`config.mk`:
```
export PLATFORM = sky130hd
export DESIGN_NAME = pac_port_ctl
export DESIGN_NICKNAME = d
export VERILOG_FILES = /design/src/inc/pac_pkg.sv /design/src/hdl/pac_port_ctl.sv
export SDC_FILE = /design/constraint.sdc
export NUM_CORES = 1
export LEC_CHECK = 0
export BUFFER_PORTS_ARGS = -buffer_cell sky130_fd_sc_hd__buf_2
export CORE_MARGIN = 8
export CORE_UTILIZATION = 56
export CTS_CLUSTER_DIAMETER = 100
export DETAILED_ROUTE_END_ITERATION = 8
export PLACE_DENSITY = 0.85
export SLEW_MARGIN = 10
export SYNTH_ARGS = -nofsm -noshare
export SYNTH_HDL_FRONTEND = slang
export SYNTH_SLANG_ARGS = --single-unit
```
`constraint.sdc`:
```
create_clock -name sys_clk -period 2 [get_ports sys_clk]
set_clock_uncertainty 0.05 [all_clocks]
set_input_delay 0.3 -clock sys_clk [delete_from_list [all_inputs] [get_ports sys_clk]]
set_output_delay 0.3 -clock sys_clk [all_outputs]
set_load 0.01 [all_outputs]
```
`src/inc/pac_pkg.sv`:
```
// constants, types and register map of the port autoneg/crossover/address block
// assumes a 25 MHz system clock and a clause 22 style management frame
package pac_pkg;

  // ------------------------------------------------------------
  // timing
  // ------------------------------------------------------------
  localparam int CLK_KHZ    = 25000;          // system clock rate
  localparam int BREAK_MS   = 1500;           // break-link interval
  localparam int AN_MAX_MS  = 3000;           // longest negotiation attempt
  localparam int XO_MS      = 62;             // crossover dwell per try
  localparam int BREAK_CYC  = BREAK_MS * CLK_KHZ;
  localparam int AN_MAX_CYC = AN_MAX_MS * CLK_KHZ;
  localparam int XO_CYC     = XO_MS * CLK_KHZ;
  localparam int STRAP_WAIT = 4;              // edges after release before capture

  // ------------------------------------------------------------
  // register map (management register index)
  // ------------------------------------------------------------
  localparam logic [4:0] REG_BMC   = 5'h00;   // basic_mode_control
  localparam logic [4:0] REG_BMS   = 5'h01;   // basic mode status
  localparam logic [4:0] REG_LPA   = 5'h05;   // partner_ability_reg
  localparam logic [4:0] REG_ANX   = 5'h06;   // negotiation expansion
  localparam logic [4:0] REG_PCS   = 5'h16;   // pcs_sublayer_config
  localparam logic [4:0] REG_PHYC  = 5'h19;   // phy_control
  localparam logic [4:0] REG_PHYC2 = 5'h1C;   // phy_control_second

  // field positions
  localparam int BMC_ISO     = 10;
  localparam int BMC_AN_EN   = 12;
  localparam int BMC_RESTART = 9;
  localparam int BMS_AN_DONE = 5;
  localparam int BMS_AN_ABLE = 3;
  localparam int BMS_LINK    = 2;
  localparam int ANX_PD_FLT  = 4;
  localparam int ANX_LP_ABLE = 0;
  localparam int PCS_FXO_EN  = 15;            // forced-mode crossover enable
  localparam int PHYC_AUTOX  = 15;
  localparam int PHYC_FORCEX = 14;
  localparam int PHYC2_BCAST = 11;

  // reset values and fixed codes
  localparam logic [15:0] BMC_RST   = 16'h1000;
  localparam logic [15:0] PCS_RST   = 16'h0000;
  localparam logic [15:0] PHYC_RST  = 16'h8001;
  localparam logic [15:0] PHYC2_RST = 16'h0000;
  localparam logic [15:0] LP_PD100  = 16'h0081;
  localparam logic [15:0] LP_PD10   = 16'h0021;
  localparam logic [4:0]  ADDR_DFLT = 5'h01;
  localparam logic [4:0]  ADDR_ISO  = 5'h00;
  localparam logic [4:0]  ADDR_BC   = 5'h1F;
  localparam logic [1:0]  OP_RD     = 2'h2;
  localparam logic [1:0]  OP_WR     = 2'h1;
  localparam logic [5:0]  PRE_MIN   = 6'h20;  // preamble ones needed
  localparam logic [3:0]  HDR_LAST  = 4'hC;
  localparam logic [3:0]  DAT_LAST  = 4'hF;

  // ------------------------------------------------------------
  // types
  // ------------------------------------------------------------
  typedef enum logic [3:0] {
    AN_OFF  = 4'h1,
    AN_BRK  = 4'h2,
    AN_NEG  = 4'h4,
    AN_DONE = 4'h8
  } pac_an_state_type;

  typedef enum logic [3:0] {
    MF_PRE = 4'h1,
    MF_HDR = 4'h2,
    MF_TA  = 4'h4,
    MF_DAT = 4'h8
  } pac_mf_state_type;

  typedef struct packed {
    logic [15:0] flp_word;   // partner base page
    logic        flp_done;   // flp exchange finished
    logic        flp_seen;   // flp bursts present
    logic        link100;    // 100 Mb/s receiver link good
    logic        link10;     // 10 Mb/s receiver link good
  } pac_pmd_type;

  typedef struct packed {
    logic quiet;     // stop tx data and link pulses
    logic send_flp;  // transmit flp bursts
    logic crossed;   // mdix pair assignment
    logic tx_take;   // accept mii transmit data
    logic mii_oe;    // drive mii outputs
  } pac_media_type;

endpackage

```
`src/hdl/pac_port_ctl.sv`:
```
// port control: negotiation sequencing, parallel detect reporting,
// crossover, strapped address, isolate and management register access
// assumes pmd status on sys_clk and mdc/mdio/straps from pins
`timescale 1ns/1ps
`default_nettype none
module pac_port_ctl
  import pac_pkg::*;
#(
  parameter int BRK_CYCLES = BREAK_CYC,
  parameter int NEG_CYCLES = AN_MAX_CYC,
  parameter int XO_CYCLES  = XO_CYC
)(
  // clock and reset
  input  wire logic          sys_clk,
  input  wire logic          resetn,
  // strap pins
  input  wire logic [4:0]    strap_port_address,
  input  wire logic          strap_an_enable,
  // management pins
  input  wire logic          mdc,
  input  wire logic          mdio_in,
  output logic               mdio_out,
  output logic               mdio_oe,
  // media side
  input  wire pac_pmd_type   pmd,
  output pac_media_type      media
);

  // ------------------------------------------------------------
  // pin synchronisers
  // ------------------------------------------------------------
  logic [7:0] s1, s2, s3, pin;
  // three stages; a change counts when stages two and three agree
  always_ff @(posedge sys_clk or negedge resetn)
  begin
    if (!resetn)
    begin
      s1  <= 8'h00;
      s2  <= 8'h00;
      s3  <= 8'h00;
      pin <= 8'h00;
    end
    else
    begin
      s1  <= {mdc, mdio_in, strap_an_enable, strap_port_address};
      s2  <= s1;
      s3  <= s2;
      pin <= (s2 & s3) | (pin & (s2 ^ s3));
    end
  end

  logic mdc_q;
  logic mdc_rise;
  logic din;
  assign din      = pin[6];
  assign mdc_rise = pin[7] & ~mdc_q;

  // ------------------------------------------------------------
  // registers
  // ------------------------------------------------------------
  logic [15:0] bmc, pcs, phyc, phyc2, lpa;
  logic        lp_able, pd_fault, an_armed;
  logic [2:0]  cap_cnt;
  logic        cap_done, cap_now;
  logic        wr_stb, rd_stb;
  logic [15:0] wr_data;
  logic [12:0] hdr;
  pac_an_state_type an_state;
  logic        an_go;

  // capture once the synced straps have settled; nothing negotiates before it
  assign cap_now = ~cap_done & (cap_cnt == 3'(STRAP_WAIT));
  assign an_go   = bmc[BMC_AN_EN] & an_armed & cap_done;

  // strap capture some edges after reset release
  always_ff @(posedge sys_clk or negedge resetn)
  begin
    if (!resetn)
    begin
      cap_cnt  <= 3'h0;
      cap_done <= 1'b0;
      mdc_q    <= 1'b0;
    end
    else
    begin
      mdc_q <= pin[7];
      if (!cap_done)
        cap_cnt <= cap_cnt + 3'h1;
      if (cap_now)
        cap_done <= 1'b1;
    end
  end

  // basic mode control, isolate and negotiation enable
  always_ff @(posedge sys_clk or negedge resetn)
  begin
    if (!resetn)
    begin
      bmc      <= BMC_RST;
      an_armed <= 1'b1;
    end
    else if (cap_now)
    begin
      bmc[BMC_AN_EN] <= pin[5];
      an_armed       <= pin[5];
      bmc[BMC_ISO]   <= (pin[4:0] == ADDR_ISO);
    end
    else
    begin
      bmc[BMC_RESTART] <= 1'b0;                          // self clearing
      if (wr_stb && hdr[4:0] == REG_BMC)
      begin
        bmc <= wr_data;
        if (!wr_data[BMC_AN_EN])
          an_armed <= 1'b1;
      end
    end
  end

  // pcs, phy control and second phy control
  always_ff @(posedge sys_clk or negedge resetn)
  begin
    if (!resetn)
    begin
      pcs   <= PCS_RST;
      phyc  <= PHYC_RST;
      phyc2 <= PHYC2_RST;
    end
    else if (cap_now)
      phyc[4:0] <= pin[4:0];
    else if (wr_stb)
    begin
      if (hdr[4:0] == REG_PCS)
        pcs <= wr_data;
      if (hdr[4:0] == REG_PHYC)
        phyc <= wr_data;
      if (hdr[4:0] == REG_PHYC2)
        phyc2 <= wr_data;
    end
  end

  // read mux
  function automatic logic [15:0] rd_mux(input logic [4:0] ra);
    logic [15:0] v;
    v = 16'h0000;
    unique case (ra)
      REG_BMC:   v = bmc;
      REG_BMS:
      begin
        v[BMS_AN_DONE] = (an_state == AN_DONE);
        v[BMS_AN_ABLE] = 1'b1;
        v[BMS_LINK]    = pmd.link10 | pmd.link100;
      end
      REG_LPA:   v = lpa;
      REG_ANX:
      begin
        v[ANX_PD_FLT]  = pd_fault;
        v[ANX_LP_ABLE] = lp_able;
      end
      REG_PCS:   v = pcs;
      REG_PHYC:  v = phyc;
      REG_PHYC2: v = phyc2;
      default:   v = 16'h0000;
    endcase
    return v;
  endfunction

  // ------------------------------------------------------------
  // management frame
  // ------------------------------------------------------------
  pac_mf_state_type mf;
  logic [5:0]  pre_cnt;
  logic [3:0]  bit_cnt;
  logic [15:0] sh, rdat;
  logic        own, rd_hit, wr_hit;

  assign own    = (hdr[9:5] == phyc[4:0]);
  assign rd_hit = hdr[12] & (hdr[11:10] == OP_RD) & own;
  assign wr_hit = hdr[12] & (hdr[11:10] == OP_WR)
                  & (own | (hdr[9:5] == ADDR_BC & phyc2[PHYC2_BCAST]));

  // read word follows every register it selects, not only the index
  always_comb
  begin
    rdat = rd_mux(hdr[4:0]);
  end

  // frame sequencer: served in isolate as well
  always_ff @(posedge sys_clk or negedge resetn)
  begin
    if (!resetn)
    begin
      mf       <= MF_PRE;
      pre_cnt  <= 6'h00;
      bit_cnt  <= 4'h0;
      hdr      <= 13'h0000;
      sh       <= 16'h0000;
      wr_data  <= 16'h0000;
      wr_stb   <= 1'b0;
      rd_stb   <= 1'b0;
      mdio_out <= 1'b0;
      mdio_oe  <= 1'b0;
    end
    else
    begin
      wr_stb <= 1'b0;
      rd_stb <= 1'b0;
      if (mdc_rise)
      begin
        unique case (mf)
          MF_PRE:
          begin
            if (din)
              pre_cnt <= (pre_cnt == PRE_MIN) ? pre_cnt : pre_cnt + 6'h01;
            else
            begin
              pre_cnt <= 6'h00;
              bit_cnt <= 4'h0;
              if (pre_cnt == PRE_MIN)
                mf <= MF_HDR;
            end
          end
          MF_HDR:
          begin
            hdr     <= {hdr[11:0], din};
            bit_cnt <= bit_cnt + 4'h1;
            if (bit_cnt == HDR_LAST)
            begin
              bit_cnt <= 4'h0;
              mf      <= MF_TA;
            end
          end
          MF_TA:
          begin
            if (bit_cnt == 4'h0)
            begin
              bit_cnt  <= 4'h1;
              mdio_oe  <= rd_hit;
              mdio_out <= 1'b0;
            end
            else
            begin
              bit_cnt  <= 4'h0;
              mdio_out <= rdat[15];
              sh       <= {rdat[14:0], 1'b0};
              rd_stb   <= rd_hit;
              mf       <= MF_DAT;
            end
          end
          MF_DAT:
          begin
            bit_cnt  <= bit_cnt + 4'h1;
            mdio_out <= sh[15];
            sh       <= {sh[14:0], din};
            if (bit_cnt == DAT_LAST)
            begin
              mdio_oe <= 1'b0;
              pre_cnt <= 6'h00;
              mf      <= MF_PRE;
              wr_stb  <= wr_hit;
              wr_data <= {sh[14:0], din};
            end
          end
          default: mf <= MF_PRE;
        endcase
      end
    end
  end

  // ------------------------------------------------------------
  // negotiation sequencing
  // ------------------------------------------------------------
  logic [26:0] tmr;
  logic        restart, one_link, any_link, act;
  assign any_link = pmd.link10 | pmd.link100;
  assign one_link = pmd.link10 ^ pmd.link100;
  assign act      = any_link | pmd.flp_seen;
  assign restart  = wr_stb & (hdr[4:0] == REG_BMC) & wr_data[BMC_RESTART];

  always_ff @(posedge sys_clk or negedge resetn)
  begin
    if (!resetn)
    begin
      an_state <= AN_OFF;
      tmr      <= 27'h0000000;
    end
    else
    begin
      tmr <= tmr + 27'h0000001;
      if (!an_go)
        an_state <= AN_OFF;
      else
        unique case (an_state)
          AN_OFF:
          begin
            an_state <= AN_BRK;
            tmr      <= 27'h0000000;
          end
          AN_BRK:
            if (tmr >= 27'(BRK_CYCLES - 1))
            begin
              an_state <= AN_NEG;
              tmr      <= 27'h0000000;
            end
          AN_NEG:
            if (restart || tmr >= 27'(NEG_CYCLES - 1))
            begin
              an_state <= AN_BRK;
              tmr      <= 27'h0000000;
            end
            else if (pmd.flp_done || (!pmd.flp_seen && one_link))
              an_state <= AN_DONE;
          AN_DONE:
            if (restart || !any_link)
            begin
              an_state <= AN_BRK;
              tmr      <= 27'h0000000;
            end
          default: an_state <= AN_OFF;
        endcase
    end
  end

  // partner ability and expansion status
  always_ff @(posedge sys_clk or negedge resetn)
  begin
    if (!resetn)
    begin
      lpa      <= 16'h0000;
      lp_able  <= 1'b0;
      pd_fault <= 1'b0;
    end
    else
    begin
      if (an_state == AN_NEG && pmd.flp_done)
      begin
        lpa     <= pmd.flp_word;
        lp_able <= 1'b1;
      end
      else if (an_state == AN_NEG && !pmd.flp_seen && one_link)
      begin
        lpa     <= pmd.link100 ? LP_PD100 : LP_PD10;
        lp_able <= 1'b0;
      end
      // set wins over read clear
      if (an_state == AN_NEG && !pmd.flp_seen && pmd.link10 && pmd.link100)
        pd_fault <= 1'b1;
      else if (rd_stb && hdr[4:0] == REG_ANX)
        pd_fault <= 1'b0;
    end
  end

  // ------------------------------------------------------------
  // crossover
  // ------------------------------------------------------------
  logic [7:0]  seed;
  logic [21:0] xo_tmr;
  logic        xo, hunt;
  assign hunt = ~act & ((phyc[PHYC_AUTOX] & an_go)
                        | (pcs[PCS_FXO_EN] & ~an_go));

  // seed runs freely; pair toggles on dwell expiry when the seed says so
  always_ff @(posedge sys_clk or negedge resetn)
  begin
    if (!resetn)
    begin
      seed   <= 8'h5A;
      xo_tmr <= 22'h000000;
      xo     <= 1'b0;
    end
    else
    begin
      seed   <= {seed[6:0], seed[7] ^ seed[5] ^ seed[4] ^ seed[3]};
      xo_tmr <= xo_tmr + 22'h000001;
      if (xo_tmr >= 22'(XO_CYCLES - 1))
      begin
        xo_tmr <= 22'h000000;
        if (hunt && seed[0])
          xo <= ~xo;
      end
    end
  end

  // ------------------------------------------------------------
  // media outputs
  // ------------------------------------------------------------
  always_comb
  begin
    media.quiet    = (an_state == AN_BRK);
    media.send_flp = (an_state == AN_NEG);
    media.crossed  = phyc[PHYC_FORCEX] | xo;
    media.tx_take  = ~bmc[BMC_ISO];
    media.mii_oe   = ~bmc[BMC_ISO];
  end
endmodule
`default_nettype wire

```
=== Word-level counts from Yosys, hierarchy flattened ===
Cells that the tools add are included.

* $add $sub $neg: 5
* Order comparisons: 3
* Equal/unequal tests: 33
* Mux-type cells: 61
* Bitwise logic cells: 34
* Reduce and logical (&&, ||, !) cells: 41

{| class="wikitable"
|+ Operator list
! cell !! number
|-
| $mux W27 || 4
|-
| $pmux W27 S4 || 1
|-
| $pmux W10 S5 || 1
|-
| $mux W16 || 3
|-
| $mux W4 || 12
|-
| $pmux W4 S4 || 3
|-
| $pmux W16 S2 || 1
|-
| $add A27 B1 Y27 const B || 1
|-
| $ge A27 B26 Y1 const B || 1
|-
| $ge A27 B27 Y1 const B || 1
|-
| $add A22 B1 Y22 const B || 1
|-
| $ge A22 B21 Y1 const B || 1
|-
| $mux W22 || 1
|-
| $reduce_and A3 Y1 || 7
|-
| $eq A5 B5 Y1 const B || 4
|-
| $mux W1 || 19
|-
| $mux W6 || 3
|-
| $pmux W1 S6 || 3
|-
| $and A8 B8 Y8 || 2
|-
| $eq A4 B4 Y1 const B || 4
|-
| $mux W5 || 3
|-
| $and A1 B1 Y1 || 14
|-
| $ne A2 B2 Y1 const B || 7
|-
| $reduce_bool A2 Y1 || 7
|-
| 36 further kinds || 73
|}

* Bits in registers: 245
* Input port bits: 30
* Word-level logic and storage cells: 210

=== Depth between registers and ports, before layout ===
* Depth after elaboration: 8
* Mapped depth: 8

=== Worst setup path after synthesis ===
Ideal clock, no wire load.

* Path kind: reg-to-reg
* Start point: register mf[1]
* End point: register wr_data[10]
* Data arrival time: 1.993 ns
* Data required time: 1.825 ns
* Path slack: -0.167 ns
* Stages on the path, launching flop included: 7
* Buffers on the path: 3
* Period minus slack after synthesis: 2.167 ns
* Path through: dfrtp_1 clkbuf_1 or4b_1 clkbuf_1 nor3_4 buf_4 mux2_2

* Cells in the longest elaborated chain, start to end: 2

{| class="wikitable"
|+ Ends and longest elaborated chain
! item !! line !! source
|-
| from (decl) || pac_port_ctl.sv:171 || <nowiki>pac_mf_state_type mf;</nowiki>
|-
| from (signal assigned) || pac_port_ctl.sv:193 || <nowiki>mf <= MF_PRE;</nowiki>
|-
| from (signal assigned) || pac_port_ctl.sv:220 || <nowiki>mf <= MF_HDR;</nowiki>
|-
| from (signal assigned) || pac_port_ctl.sv:230 || <nowiki>mf <= MF_TA;</nowiki>
|-
| $eq A4 B4 Y1 || pac_port_ctl.sv:210 || <nowiki>unique case (mf)</nowiki>
|-
| $reduce_and A3 Y1 (no source line) || -- ||
|-
| to (signal assigned) || pac_port_ctl.sv:261 || <nowiki>wr_data <= {sh[14:0], din};</nowiki>
|-
| to (decl) || pac_port_ctl.sv:66 || <nowiki>logic [15:0] wr_data;</nowiki>
|}

Every way passes these cells.
A chain may end at the register's enable or synchronous reset.

=== Worst setup path in the final report ===
* Start point: register hdr[1]
* End point: register tmr[26]

* Cells in the longest elaborated chain, start to end: 7
* Elaborated cells on any way between the ends: 9
* Those cells by class: mux (4); bitwise (2); reduce/logical (3)

{| class="wikitable"
|+ Ends and longest elaborated chain
! item !! line !! source
|-
| from (decl) || pac_port_ctl.sv:67 || <nowiki>logic [12:0] hdr;</nowiki>
|-
| from (signal assigned) || pac_port_ctl.sv:225 || <nowiki>hdr <= {hdr[11:0], din};</nowiki>
|-
| $logic_not A5 Y1 * || pac_port_ctl.sv:278 || <nowiki>assign restart = wr_stb & (hdr[4:0] == REG_BMC) & wr_data[BMC_RESTART];</nowiki>
|-
| $and A1 B1 Y1 * (2 in series) || pac_port_ctl.sv:278 ||
|-
| $logic_or A1 B1 Y1, on equally long branches || pac_port_ctl.sv:314, pac_port_ctl.sv:306 ||
|-
| $mux W27, on equally long branches || pac_port_ctl.sv:314, pac_port_ctl.sv:306 ||
|-
| $pmux W27 S4 * || pac_port_ctl.sv:293 || <nowiki>unique case (an_state)</nowiki>
|-
| $mux W27 * || pac_port_ctl.sv:290 || <nowiki>if (!an_go)</nowiki>
|-
| to (signal assigned) || pac_port_ctl.sv:289 || <nowiki>tmr <= tmr + 27'h0000001;</nowiki>
|-
| to (decl) || pac_port_ctl.sv:273 || <nowiki>logic [26:0] tmr;</nowiki>
|}

Mark *: on every way between the ends. The rest lies on a longest branch, timed or not.

==> summary.md <==
| Metric | Value |
|---|---|
| Status | `finished with violations` |
| Failing checks | `negative setup slack` |
| Yosys cell types | `88` |
| Slew HR | `53.3%` |
| Yosys reg bits | `245` |
| Min Tclk post-route | `2250 ps` |
| Int Power | `9530 uW` |
| Grt ovf | `0` |
| R2r startpoint | `hdr[1]$_DFFE_PN0P_` |
| Slowest cell on crit path | `or4_4` |
| CP Launch Type | `flip-flop` |
| Syn_area_per_cell | `11.6 um^2` |
| Start point of the critical path | `hdr[1]$_DFFE_PN0P_` |
| Power Dens Cells | `894 nW/um^2` |
| Netlist Area Pre-Place | `11,300 um^2` |
| Die area | `24,900 um^2` |
| Top FF cell, synth | `dfrtp_1` |
| Clock Root Buffer | `clkbuf_16` |
| Vias in the first global route | `9,347` |
| Sequential element share of the synthesized area | `54.5%` |
| Clock-pin slew on the worst setup and hold paths | `60 ps` |
| TritonCTS clock tree | `yes` |
| Area grow syn2layout | `30.8%` |
| Final design utilization | `73.8%` |
| Synth Area in XOR/XNOR | `4.20%` |
| Syn. warnings | `0` |
| Crit path depth | `6` |
| Reg power frac | `41.5%` |
| Overall Power | `13,200 uW` |
| Worst-Skew Late Latency | `520 ps` |
| Kind of end point of the critical path | `flip-flop` |
| Final setup margin | `-247 ps` |
| Critical Path RT | `2340 ps` |
| Input/output buffers | `36` |
| Antenna violations before repair | `0` |
| FP Rows | `52` |
| # setup viols final | `114` |
| Compound-Gate Fraction of Synth Area | `13.0%` |
| Reg2reg end | `tmr[26]$_DFF_PN0_` |
| Layout cells sized above 1 | `38.6%` |
| Crit-path max FO | `14` |
| Vias post-DR | `9,450` |
| Antenna cells | `0` |
| RePlAce Congestion | `0.889` |
| Switching share of power | `27.7%` |
| First-pass GRT wire length | `47.9 mm` |
| Htree depth | `1` |
| IO Pins | `37` |
| Post-synth EDFFs | `0` |
| Period utilisation layout | `112%` |
| Fmax | `0.445 GHz` |
| RSZ-0062 raised after global routing | `yes` |
| Nets | `1,209` |
| First drt pass iteration count | `6` |
| Clock buffer depth | `3` |
| Final Hold Fails | `0` |
| Final slew viol count | `0` |
| Critical path cell sequence | `or4_4, nor3_4, nor3_1, o22ai_2, buf_6, a22oi_1` |
| Class of the worst hold path | `primary input to flip-flop` |
| CTS Sinks | `245` |
| Largest net degree at the start of global routing | `68` |
| Die span in y | `158 um` |
| Main combinational cell family by area after synthesis | `simple AND/OR/NAND/NOR gates` |
| Clock power share | `37.8%` |
| Syn_nets | `1,019` |
| Chip width | `158 um` |
| Routed WL | `35.3 mm` |
| WP data arrival | `2580 ps` |
| Synth Area in Adders | `1.89%` |
| CTS Buf Count | `24` |
| Initial Util | `56.4%` |
| Pre-CTS WS | `-177 ps` |
| CP max stage delay | `610 ps` |
| R2R depth | `6` |
| Worst Tran Pin Value | `684 ps` |
| Max-cap violation count | `0` |
| Multiplexer share of the synthesized area | `9.86%` |
| Worst setup path class | `flip-flop to flip-flop` |
| Vias per inst | `6.52` |
| Crit path capture | `tmr[26]$_DFF_PN0_` |
| DR iter-0 viols | `996` |
| Sw power | `3650 uW` |
| Worst hold slack | `0.228 ps` |
| Post-route ant nets | `0` |
| Flop-to-flop setup slack | `-250 ps` |
| Gr usage total | `24.1%` |
| Async S/R FF share, synth | `100%` |
| Setup TNS | `-9130 ps` |
| DR WL/cell | `24.3 um` |
| WP buf/inv | `1` |
| Leak Pwr | `0.00678 uW` |
| Synth Instances | `972` |
| DRC violations left | `0` |
| Dpl hpwl | `18.4 mm` |
| VDD IR max | `783 uV` |
| Core area | `20,000 um^2` |
| Gate power share | `20.7%` |
| CP top delay family | `simple AND/OR/NAND/NOR gates` |
| Simple-Gate Fraction of Synth Area | `13.5%` |
==> through the flow <==
stage | instances | cell area [um^2]
floorplan | 972 | 11400
global placement | 1350 | 12700
detailed placement | 1350 | 12700
CTS | 1422 | 14100
global route | 1450 | 14700
finish | 1450 | 14700
==> power groups by stage <==
stage / Sequential (uW) / Clock, uW / Combinational, uW
final: 5470 / 4980 / 2730
after floorplan: 5470 / 0 / 1120
after detailed placement: 5510 / 0 / 1980
after global placement: 5490 / 0 / 1900
after global routing: 5480 / 5250 / 2890
after CTS: 5430 / 4980 / 2150
==> cells in the mapped netlist, types with 5 or more instances <==
cell type  instances  area share (%)
a21o_1            13            0.87
nand3_1           44             2.0
and4_1             5            0.39
xnor2_1           31             2.4
nor4_1             7            0.39
mux2_2            88             8.8
clkbuf_1          26            0.87
nand2_1           57             1.9
dfrtp_1          235              52
and3_1            10            0.56
o21ai_0           33             1.5
nor3_1            16            0.71
buf_2             13            0.58
nand3b_1           5            0.33
dfstp_2           10             2.3
inv_1             25            0.83
buf_6              5            0.50
o31ai_1           10            0.67
a22o_1            18             1.4
nor2_1            65             2.2
o2bb2ai_1         10            0.78
and2_1             7            0.39
nand2b_1           6            0.33
xor2_1            23             1.8
mux2i_1           12             1.1
a221oi_1          11            0.86
a21oi_1           47             2.1
nand4_1           16            0.89
ha_1              17             1.9
a222oi_1          13             1.2
nor2b_1            6            0.33
==> area by class of cell <==
type	instances	area [um^2]
Sequential cell	245	6150
Clock buffer	35	733
Tap cell	270	338
Clock inverter	9	148
Fill cell	1114	5230
Timing Repair Buffer	211	1850
Inverter	25	93.8
Multi-Input combinational cell	655	5440
==> flip-flops by register name (all words and copies together), names as in the netlist, 4 cells and up <==
register and cells:
tmr 27, xo_tmr 22, bmc 16, lpa 16
pcs 16, phyc2 16, phyc 16, sh 16
wr_data 16, hdr 13, pin 8, s1 8
s2 8, s3 8, seed 8, pre_cnt 6
an_state 4, bit_cnt 4, mf 4
==> routing by layer <==
layer  share of wire (%)  wire, um  global-route usage, %  up-vias
met4                 6.1      2140                   10.5        0
met1                  36     12700                   29.0     4769
li1                    -         -                      -     3954
met5                   0         0                      0        -
met2                  51     17800                   42.3      557
met3                 7.4      2600                   3.60      170
==> layout by cell type, fill, tap and decap left out, types with 6 or more instances in the layout <==
| cell | instances |
|---|---|
| a21oi_1 | 24 |
| and3_1 | 9 |
| xor2_1 | 23 |
| clkbuf_8 | 7 |
| nand2_1 | 54 |
| o21ai_1 | 15 |
| nor3_1 | 15 |
| mux2i_1 | 12 |
| nor4_1 | 6 |
| dfstp_2 | 10 |
| clkbuf_16 | 27 |
| inv_1 | 23 |
| nor2_4 | 18 |
| mux2_4 | 10 |
| o31ai_1 | 7 |
| a21oi_2 | 24 |
| dfrtp_1 | 233 |
| a221oi_2 | 7 |
| nor2b_1 | 6 |
| nand3_1 | 42 |
| nor2_2 | 9 |
| nor2_1 | 39 |
| xnor2_1 | 31 |
| mux2_2 | 78 |
| buf_6 | 22 |
| ha_1 | 13 |
| a22o_1 | 18 |
| o21ai_0 | 18 |
| buf_4 | 115 |
| o2bb2ai_1 | 8 |
| buf_2 | 34 |
| nand4_1 | 16 |
| a21o_1 | 12 |
| dlygate4sd3_1 | 23 |
| buf_12 | 11 |
| a222oi_1 | 13 |
==> worst min-delay path, delay by kind of cell <==
family          cells  cell delay, ps
compound gates      1              70
buf+inv             2             150
==> timing repair <==
action | 4_1_cts | 5_1_grt
hold endpoints to repair | 73 | 0
gates resized for setup | 31 | 130
pin swaps | 11 | 58
setup endpoints to repair | 85 | 107
buffers inserted | 3 | 25
hold buffers | 23 | 0
cloned | 2 | 5
==> cells by family (layout without fill, tap and decap cells) <==
family	after synthesis	count (layout)
AND/OR/NAND/NOR	281	282
flip-flops	245	245
AO/OA/AOI/OAI	201	201
multiplexers	100	100
buffers and inverters	73	280
XOR/XNOR	54	54
adder cells (fa/ha/maj)	17	17
other	1	1
==> worst min path at each step <==
stage	from	to	depth (start not counted)
after floorplan	resetn	an_state[1]$_DFFE_PN0P_	0
after global placement	resetn	xo_tmr[1]$_DFF_PN0_	1
after detailed placement	resetn	xo_tmr[1]$_DFF_PN0_	1
after CTS	pmd[0]	pd_fault$_DFFE_PN0P_	3
after global routing	pmd[0]	pd_fault$_DFFE_PN0P_	3
final	pmd[0]	pd_fault$_DFFE_PN0P_	3
Power figures use the tool's default switching activity.
